--- src/core/rasr_pkg.sv ---
// package: register map, field layout and reset values of the range/alarm bank
package rasr_pkg;
	// ****************************************************************
	// register byte addresses
	// ****************************************************************
	localparam logic [7:0]  RANGE_SEL_ADDR   = 8'h14;
	localparam logic [7:0]  ALARM_STAT_ADDR  = 8'h20;
	// ****************************************************************
	// field positions
	// ****************************************************************
	localparam int          REF_DIS_BIT      = 6;
	localparam int          RANGE_LSB        = 0;
	localparam int          RANGE_W          = 4;
	localparam int          ACT_SUP_LOW_BIT  = 15;
	localparam int          ACT_SUP_HIGH_BIT = 14;
	localparam int          ACT_IN_LOW_BIT   = 11;
	localparam int          ACT_IN_HIGH_BIT  = 10;
	localparam int          TRP_SUP_LOW_BIT  = 7;
	localparam int          TRP_SUP_HIGH_BIT = 6;
	localparam int          TRP_IN_LOW_BIT   = 5;
	localparam int          TRP_IN_HIGH_BIT  = 4;
	localparam int          SUMMARY_BIT      = 0;
	// ****************************************************************
	// reset values and valid range codes
	// ****************************************************************
	localparam logic [3:0]  RANGE_RST        = 4'h0;
	localparam logic        REF_DIS_RST      = 1'b0;
	localparam logic [3:0]  RANGE_BIP_MAX    = 4'h4;
	localparam logic [3:0]  RANGE_UNI_MIN    = 4'h8;
	localparam logic [3:0]  RANGE_UNI_MAX    = 4'hb;
	localparam logic [31:0] UNMAPPED_DATA    = 32'h0000_0000;
endpackage : rasr_pkg

--- src/core/rasr_flag_if.sv ---
// interface: alarm flag bundle between top and flag holder
interface rasr_flag_if;
	logic [3:0] active;
	logic [3:0] tripped;
	logic       summary;
	modport holder (output active, output tripped, output summary);
	modport reader (input active, input tripped, input summary);
endinterface : rasr_flag_if

--- src/core/rasr_flag_hold.sv ---
// module: registers the alarm flags fed in from the detection logic
module rasr_flag_hold (
	input  wire logic       i_clk_sys,
	input  wire logic       i_reset_n,
	input  wire logic [3:0] i_active,
	input  wire logic [3:0] i_tripped,
	rasr_flag_if.holder     flags
);
	logic [3:0] act_ff;
	logic [3:0] trp_ff;
	logic       sum_ff;
	logic [3:0] nxt_act;
	logic [3:0] nxt_trp;
	logic       nxt_sum;

	always_comb begin
		nxt_act = i_active;
		nxt_trp = i_tripped;
		nxt_sum = |i_tripped; // RULE8
	end

	always_ff @(posedge i_clk_sys) begin
		if (!i_reset_n) begin
			act_ff <= 4'h0; // RULE7
			trp_ff <= 4'h0;
			sum_ff <= 1'b0;
		end else begin
			act_ff <= nxt_act;
			trp_ff <= nxt_trp;
			sum_ff <= nxt_sum;
		end
	end

	assign flags.active  = act_ff;
	assign flags.tripped = trp_ff;
	assign flags.summary = sum_ff;
endmodule : rasr_flag_hold

--- src/core/rasr_regs.sv ---
// module: range select and alarm status registers on a wishbone slave
// Operation
// RULE1 - range select sits at byte address 0x14, lanes 0x14 to 0x17.
// RULE2 - range select bits 31-16, 15-8, 7 and 5-4 always read zero.
// RULE3 - bit 6 is read/write, resets to 0, and 1 disables the reference.
// RULE4 - bits 3-0 are the read/write range code, reset to 0000b.
// RULE5 - alarm status sits at byte address 0x20, lanes 0x20 to 0x23.
// RULE6 - active flags at 15,14,11,10, tripped at 7..4, summary at 0.
// RULE7 - alarm status is read-only, resets to zero, reserved bits zero.
// RULE8 - summary alarm is the OR of the four tripped flags.
// RULE9 - writes to read-only or reserved bits are ignored.
module rasr_regs (
	input  wire logic        i_clk_sys,
	input  wire logic        i_reset_n,
	input  wire logic [7:0]  i_wb_adr,
	input  wire logic [31:0] i_wb_dat,
	input  wire logic [3:0]  i_wb_sel,
	input  wire logic        i_wb_we,
	input  wire logic        i_wb_cyc,
	input  wire logic        i_wb_stb,
	input  wire logic [3:0]  i_alarm_active,
	input  wire logic [3:0]  i_alarm_tripped,
	output logic      [31:0] o_wb_dat,
	output logic             o_wb_ack,
	output logic      [3:0]  o_range_code,
	output logic             o_internal_ref_disable,
	output logic             o_range_code_valid
);
	// ****************************************************************
	// flag holder
	// ****************************************************************
	rasr_flag_if flag_bus ();

	rasr_flag_hold u_flags (
		.i_clk_sys (i_clk_sys),
		.i_reset_n (i_reset_n),
		.i_active  (i_alarm_active),
		.i_tripped (i_alarm_tripped),
		.flags     (flag_bus.holder)
	);

	// ****************************************************************
	// bus slave state
	// ****************************************************************
	logic [3:0]  range_ff;
	logic        ref_dis_ff;
	logic        ack_ff;
	logic [31:0] rdat_ff;
	logic        valid_ff;
	logic [3:0]  nxt_range;
	logic        nxt_ref_dis;
	logic        nxt_ack;
	logic [31:0] nxt_rdat;
	logic        nxt_valid;
	logic        req;
	logic [7:0]  word_adr;
	logic [31:0] alarm_word;
	logic [31:0] range_word;

	always_comb begin
		req       = i_wb_cyc && i_wb_stb && !ack_ff;
		word_adr  = {i_wb_adr[7:2], 2'b00};
		range_word = 32'h0000_0000; // RULE2
		range_word[rasr_pkg::REF_DIS_BIT] = ref_dis_ff;
		range_word[rasr_pkg::RANGE_LSB +: rasr_pkg::RANGE_W] = range_ff;
		alarm_word = 32'h0000_0000; // RULE7
		alarm_word[rasr_pkg::ACT_SUP_LOW_BIT]  = flag_bus.active[3]; // RULE6
		alarm_word[rasr_pkg::ACT_SUP_HIGH_BIT] = flag_bus.active[2];
		alarm_word[rasr_pkg::ACT_IN_LOW_BIT]   = flag_bus.active[1];
		alarm_word[rasr_pkg::ACT_IN_HIGH_BIT]  = flag_bus.active[0];
		alarm_word[rasr_pkg::TRP_SUP_LOW_BIT]  = flag_bus.tripped[3];
		alarm_word[rasr_pkg::TRP_SUP_HIGH_BIT] = flag_bus.tripped[2];
		alarm_word[rasr_pkg::TRP_IN_LOW_BIT]   = flag_bus.tripped[1];
		alarm_word[rasr_pkg::TRP_IN_HIGH_BIT]  = flag_bus.tripped[0];
		alarm_word[rasr_pkg::SUMMARY_BIT]      = flag_bus.summary; // RULE8
		nxt_range   = range_ff;
		nxt_ref_dis = ref_dis_ff;
		nxt_ack     = req;
		nxt_rdat    = rdat_ff;
		if (req) begin
			case (word_adr)
				rasr_pkg::RANGE_SEL_ADDR: begin // RULE1
					nxt_rdat = range_word;
					if (i_wb_we && i_wb_sel[0]) begin // RULE9
						nxt_ref_dis = i_wb_dat[rasr_pkg::REF_DIS_BIT]; // RULE3
						nxt_range = i_wb_dat[rasr_pkg::RANGE_LSB +:
							rasr_pkg::RANGE_W]; // RULE4
					end
				end
				rasr_pkg::ALARM_STAT_ADDR: begin // RULE5
					nxt_rdat = alarm_word; // RULE9
				end
				default: begin
					nxt_rdat = rasr_pkg::UNMAPPED_DATA;
				end
			endcase
		end
		nxt_valid = (nxt_range <= rasr_pkg::RANGE_BIP_MAX) ||
			((nxt_range >= rasr_pkg::RANGE_UNI_MIN) &&
			 (nxt_range <= rasr_pkg::RANGE_UNI_MAX));
	end

	always_ff @(posedge i_clk_sys) begin
		if (!i_reset_n) begin
			range_ff   <= rasr_pkg::RANGE_RST; // RULE4
			ref_dis_ff <= rasr_pkg::REF_DIS_RST; // RULE3
			ack_ff     <= 1'b0;
			rdat_ff    <= 32'h0000_0000;
			valid_ff   <= 1'b1;
		end else begin
			range_ff   <= nxt_range;
			ref_dis_ff <= nxt_ref_dis;
			ack_ff     <= nxt_ack;
			rdat_ff    <= nxt_rdat;
			valid_ff   <= nxt_valid;
		end
	end

	// ****************************************************************
	// outputs
	// ****************************************************************
	assign o_wb_dat               = rdat_ff;
	assign o_wb_ack               = ack_ff;
	assign o_range_code           = range_ff;
	assign o_internal_ref_disable = ref_dis_ff;
	assign o_range_code_valid     = valid_ff;
endmodule : rasr_regs

--- config.mk ---
export PLATFORM = sky130hd
export DESIGN_NAME = rasr_regs
export DESIGN_NICKNAME = d
export VERILOG_FILES = /design/src/core/rasr_pkg.sv /design/src/core/rasr_flag_if.sv /design/src/core/rasr_flag_hold.sv /design/src/core/rasr_regs.sv
export SDC_FILE = /design/constraint.sdc
export NUM_CORES = 1
export LEC_CHECK = 0
export BUFFER_PORTS_ARGS = -buffer_cell sky130_fd_sc_hd__buf_4
export CORE_ASPECT_RATIO = 1.25
export CORE_MARGIN = 4
export CORE_UTILIZATION = 35
export DETAILED_ROUTE_END_ITERATION = 6
export GPL_TIMING_DRIVEN = 0
export PLACE_DENSITY = 0.75
export SYNTH_ARGS = -nofsm -noshare
export SYNTH_HDL_FRONTEND = slang
export SYNTH_SLANG_ARGS = --single-unit
--- constraint.sdc ---
create_clock -name i_clk_sys -period 1.3 [get_ports i_clk_sys]
set_input_delay 0 -clock i_clk_sys [delete_from_list [all_inputs] [get_ports i_clk_sys]]
set_output_delay 0 -clock i_clk_sys [all_outputs]
set_load 0.005 [all_outputs]
# After elaboration in Yosys (flattened, before gate mapping)
# Cells that the tools add are included.
[classes]
n_addsub = 0
mul = 0
div = 0
magnitude_cmp = 3
n_eq_ne = 2
n_shift = 0
mux = 4
bitwise_logic = 0
n_reduce_logical = 8
[ops]
columns = ["op", "count"]
rows = [
  ["$pmux 16 s2", 1],
  ["$mux 4", 3],
  ["$eq 6x3->1 const B", 1],
  ["$eq 6x4->1 const B", 1],
  ["$ge 4x4->1 const B", 1],
  ["$le 4x3->1 const B", 1],
  ["$le 4x4->1 const B", 1],
  ["$logic_and 1x1->1", 4],
  ["$reduce_or 4->1", 1],
  ["$reduce_and 3->1", 1],
  ["$logic_not 1->1", 1],
  ["$logic_or 1x1->1", 1],
]
[totals]
ff_bits = 48
latchBits = 0
ramBits = 0
rom_bits = 0
in_bits = 57
out_inout_bits = 39
wordCells = 25
memories = 0

# Logic depth before layout (Yosys ltp)
[logic_depth]
depth_word = 7
ltp_mapped = 5

# By module
# A second synthesis with hierarchy kept.
[unflattened]
hier_cells = 129
hier_area_um2 = 1226.2
[modules_own_cells]
columns = ["module", "n_inst", "cells_per_inst", "area_per_inst_um2", "seq_area_each_um2"]
rows = [
  ["rasr_regs", 1, 111, 983.4, 380.4],
  ["rasr_flag_hold", 1, 18, 242.7, 180.2],
]

# Worst setup path before layout
# OpenSTA, ideal clock, no wires.
[synth_path]
kind = "reg2reg"
startpoint = "register ack_ff, in the netlist o_wb_ack"
endpoint = "register valid_ff, in the netlist o_range_code_valid"
setup_time_ps = 121
t_arrival_ps = 1219
path_slack_ps = -40
stages_incl_launch_ff = 6
path_buffers = 2
synth_period_minus_slack_ps = 1340
path_cell_list = "dfxtp_1 > and3b_1 > buf_2 > and4_4 > buf_6 > mux2_4"
[synth_between]
elab_chain_cells = 6
elab_cells_between_ends = 8
[synth_lines]
columns = ["item", "line", "source"]
rows = [
  ["start: declaration", "rasr_regs.sv:47", "logic ack_ff;"],
  ["start signal: assignment", "rasr_regs.sv:113", "ack_ff <= nxt_ack;"],
  ["$logic_not 1->1 *", "rasr_regs.sv:61", "req = i_wb_cyc && i_wb_stb && !ack_ff;"],
  ["$logic_and 1x1->1 *", "rasr_regs.sv:61", ""],
  ["$mux 4 *", "rasr_regs.sv:80", "if (req) begin"],
  ["$ge 4x4->1 / $le 4x4->1 (equally long branches)", "rasr_regs.sv:99, rasr_regs.sv:100", ""],
  ["$logic_and 1x1->1", "rasr_regs.sv:99", "((nxt_range >= rasr_pkg::RANGE_UNI_MIN) &&"],
  ["$logic_or 1x1->1 *", "rasr_regs.sv:98", "nxt_valid = (nxt_range <= rasr_pkg::RANGE_BIP_MAX) ||"],
  ["end signal: assignment", "rasr_regs.sv:115", "valid_ff <= nxt_valid;"],
  ["end: declaration", "rasr_regs.sv:49", "logic valid_ff;"],
]
# Mark *: on every way between the ends. The rest lies on a longest branch, timed or not.
# A chain may end at the register's enable or synchronous reset.

# Worst setup path in the final report
# Ends and elaborated chain as after synthesis.

==> results_dict.tcl <==
set metrics [dict create \
    globalplace.congestion 0.7419 \
    num-fill-cells 312 \
    finish_stage_setup_viols 0 \
    status "complete, no violations" \
    fin_crit_sh_pct 93.45 \
    drv_slew 0 \
    place_hpwl_um 2116 \
    post-layout-total-power_w 0.001656 \
    clk_latency_ns 0.27 \
    grt_start_max_net_pins 16 \
    number_of_rows_created_at_floorplan 23 \
    die_width_um 61.32 \
    comb_power_share_pct 14.6 \
    critPathRequiredTime_ns 1.47 \
    switching_share_pct 21.73 \
    numPortBuffers 43 \
    die_height_um 74.65 \
    dp.cells 230 \
    final_number_of_hold_violating_endpoints 0 \
    tritoncts_clock_tree "built" \
    dr.first_iter.drc_count 10 \
    grt_antenna_before_repair 0 \
    max_capacitance_violation_total 0 \
    final_layout_size_suffix_gt1_share_pct 37.62 \
    avgSynthCellArea_sq_um 9.494 \
    dieArea_sq_mm 0.004577 \
    wl_per_cell_um 11.26 \
    p_switching_w 0.0003598 \
    ir_worst_vdd_v 0.0006593 \
    power.leakage_nw 0.8634 \
    wl_um 2782 \
    final_critical_path_setup_slack_ns 0.08509 \
    cts_clock_pin_slew_for_the_worst_setup_and_hold_paths_ns 0.09 \
    post-route-drc-count 0 \
    synth-seq-cells 28 \
    end_kind "flip-flop" \
    routed-via-count 1080 \
    detail_route.vias_per_cell 4.372 \
    cts_buffer_depth 2 \
    place_worst_setup_slack_ns -0.08791 \
    synth_cell_types 24 \
    rr_worst_depth 3 \
    area_growth_syn_to_layout_pct 50.70 \
    design.final.nets 268 \
    cts_max_level 1 \
    grt_first_pass_wirelength_um 4505 \
    timing_worst_slew_pin_value_ns 0.5467 \
    drtAntennaViolNets 0 \
    crit_type "reg -> reg" \
    rsz0062_at_grt "no" \
    cp.arrival_ns 1.38 \
    slew-limit-headroom_pct 63.39 \
    minimum_period_implied_by_the_final_worst_setup_slack_ns 1.215 \
    finalNonFillerCells 247 \
    final_core_util_pct 56.64 \
    worst_setup_path_start_kind "flip-flop" \
    hp-class "in -> reg" \
    grt.overflow.total 0 \
    min_path_cells 3 \
    internal_power_w 0.001296 \
    yosys_warnings 0 \
    antenna_cell_count 0 \
    synth_seq_area_share_pct 45.07 \
    share_clk_of_total_power_pct 32.0 \
    gate_count_of_the_mapped_netlist 131 \
    dr.pass1.iters 2 \
    timing.fmax_mhz 823.1 \
    pin_count 96 \
    maximum_fanout_along_the_worst_path 4 \
    initial_utilization_pct 37.58 \
    numCtsBuffers 3 \
    timing.clock.skew_ns 0.002289 \
    placeableCoreArea_sq_mm 0.003309 \
    pwr_density_cell_mw_per_mm2 883.6 \
    whs_ns 0.01736 \
    cts.root.buffer_cell "sky130_fd_sc_hd__clkbuf_8" \
    seq_power_share_pct 53.4 \
    clock_sinks 28 \
    groute.usage.overall_pct 13.30 \
    via_count_of_the_first_global_routing_pass 1063 \
    syn_area_sq_mm 0.001244 \
]
-- per-stage QoR --
| stage | instance area (sq um) | TNS, ns |
|---|---|---|
| detailed placement | 1685 | -0.08791 |
| CTS | 1874 | 0 |
| finish | 1874 | 0 |
| floorplan | 1316 | -0.03834 |
| global route | 1874 | 0 |
| global placement | 1685 | -0.08578 |
-- power groups by stage --
stage	Clock (W)	Combinational (W)	Sequential [W]
after detailed placement	0	0.000208	0.000904
after CTS	0.000545	0.000241	0.000884
after global routing	0.000576	0.000270	0.000887
after floorplan	0	0.000120	0.000904
after global placement	0	0.000208	0.000904
final	0.000530	0.000242	0.000884
-- metal layers --
metal  wire, um  up-vias  GRT usage (%)
li1           -      563              -
met1        982      469          13.71
met2       1429       40          23.53
met3        280        8          4.288
met4         89        0          6.747
met5          0        -              0
-- cell usage after synthesis (all sizes together) --
cell type,n,area share [%]
a21oi,2,0.80
buf,25,15
dfxtp,28,45
nor3b,1,1.0
nand2,20,6.0
nand4,10,5.0
conb,1,0.30
nand3,2,0.80
o311ai,2,1.4
a31oi,2,1.0
and3b,2,1.4
a21boi,10,6.0
nor3,1,1.3
o41a,1,0.91
mux2i,5,4.0
and2,10,5.0
and4,1,0.91
o21ai,2,0.80
mux2,1,1.2
clkbuf,4,1.2
nand3b,1,0.60
-- state kept, by name, indices dropped and copies added (netlist names) --
register and flops:
u_flags.flags.active 4, o_wb_ack 1, u_flags.flags.tripped 4, o_range_code 4, o_internal_ref_disable 1, o_wb_dat 12
u_flags.flags.summary 1, o_range_code_valid 1
-- layout make-up --
cell class | instances | area (sq um) | share of cell area (%)
repair buffers | 59 | 475.5 | 25.37
multi-input cells | 93 | 553.0 | 29.51
well taps | 37 | 46.29 | 2.470
clock buffers | 4 | 55.05 | 2.937
plain buffers | 26 | 182.7 | 9.746
flip-flops and latches | 28 | 561.8 | 29.97
-- cells in the final DEF (no fill, tap or decap), types with 2 or more instances in the layout --
cell                             n
sky130_fd_sc_hd__nand2_1        20
sky130_fd_sc_hd__clkbuf_1        3
sky130_fd_sc_hd__dfxtp_1        27
sky130_fd_sc_hd__clkbuf_8        4
sky130_fd_sc_hd__mux2i_1         5
sky130_fd_sc_hd__buf_4          66
sky130_fd_sc_hd__dlygate4sd3_1  13
sky130_fd_sc_hd__o21ai_1         2
sky130_fd_sc_hd__and2_1          9
sky130_fd_sc_hd__nand3_1         2
sky130_fd_sc_hd__conb_1         20
sky130_fd_sc_hd__a21oi_1         2
sky130_fd_sc_hd__o311ai_0        2
sky130_fd_sc_hd__nand4_1        10
sky130_fd_sc_hd__a31oi_1         2
sky130_fd_sc_hd__a21boi_1       10
-- critical path, cell delays in order (launching register included) --
cell and delay (ns):
sky130_fd_sc_hd__dfxtp_2 0.34, sky130_fd_sc_hd__and3b_2 0.24, sky130_fd_sc_hd__and4_4 0.24, sky130_fd_sc_hd__mux2_4 0.30
-- cell families (layout without fill, tap and decap cells) --
kind of cell | count (synthesis) | in the layout | share of synthesized area, %
AOI/OAI and AO/OA | 19 | 19 | 10.97
buffers and inverters | 29 | 89 | 16.30
DFF | 28 | 28 | 45.07
muxes | 6 | 6 | 5.231
other | 1 | 20 | 0.3015
and+or+nand+nor | 48 | 48 | 22.13
-- repair_timing --
action,CTS,global route
gates cloned,0,0
hold buffers,13,0
gates resized for setup,1,2
hold endpoints to repair,14,0
setup endpoints to repair,1,10
buffers inserted,1,2
-- final timing paths --
check | startpoint | to | slack [ns]
setup / recovery | o_wb_ack | o_range_code_valid | 0.09
hold / removal | i_reset_n | o_range_code[0] | 0.02
setup reg to reg | o_wb_ack | o_range_code_valid | 0.09
hold reg to reg | o_wb_dat[7] | o_wb_dat[7] | 0.45
Power figures use the tool's default switching activity.
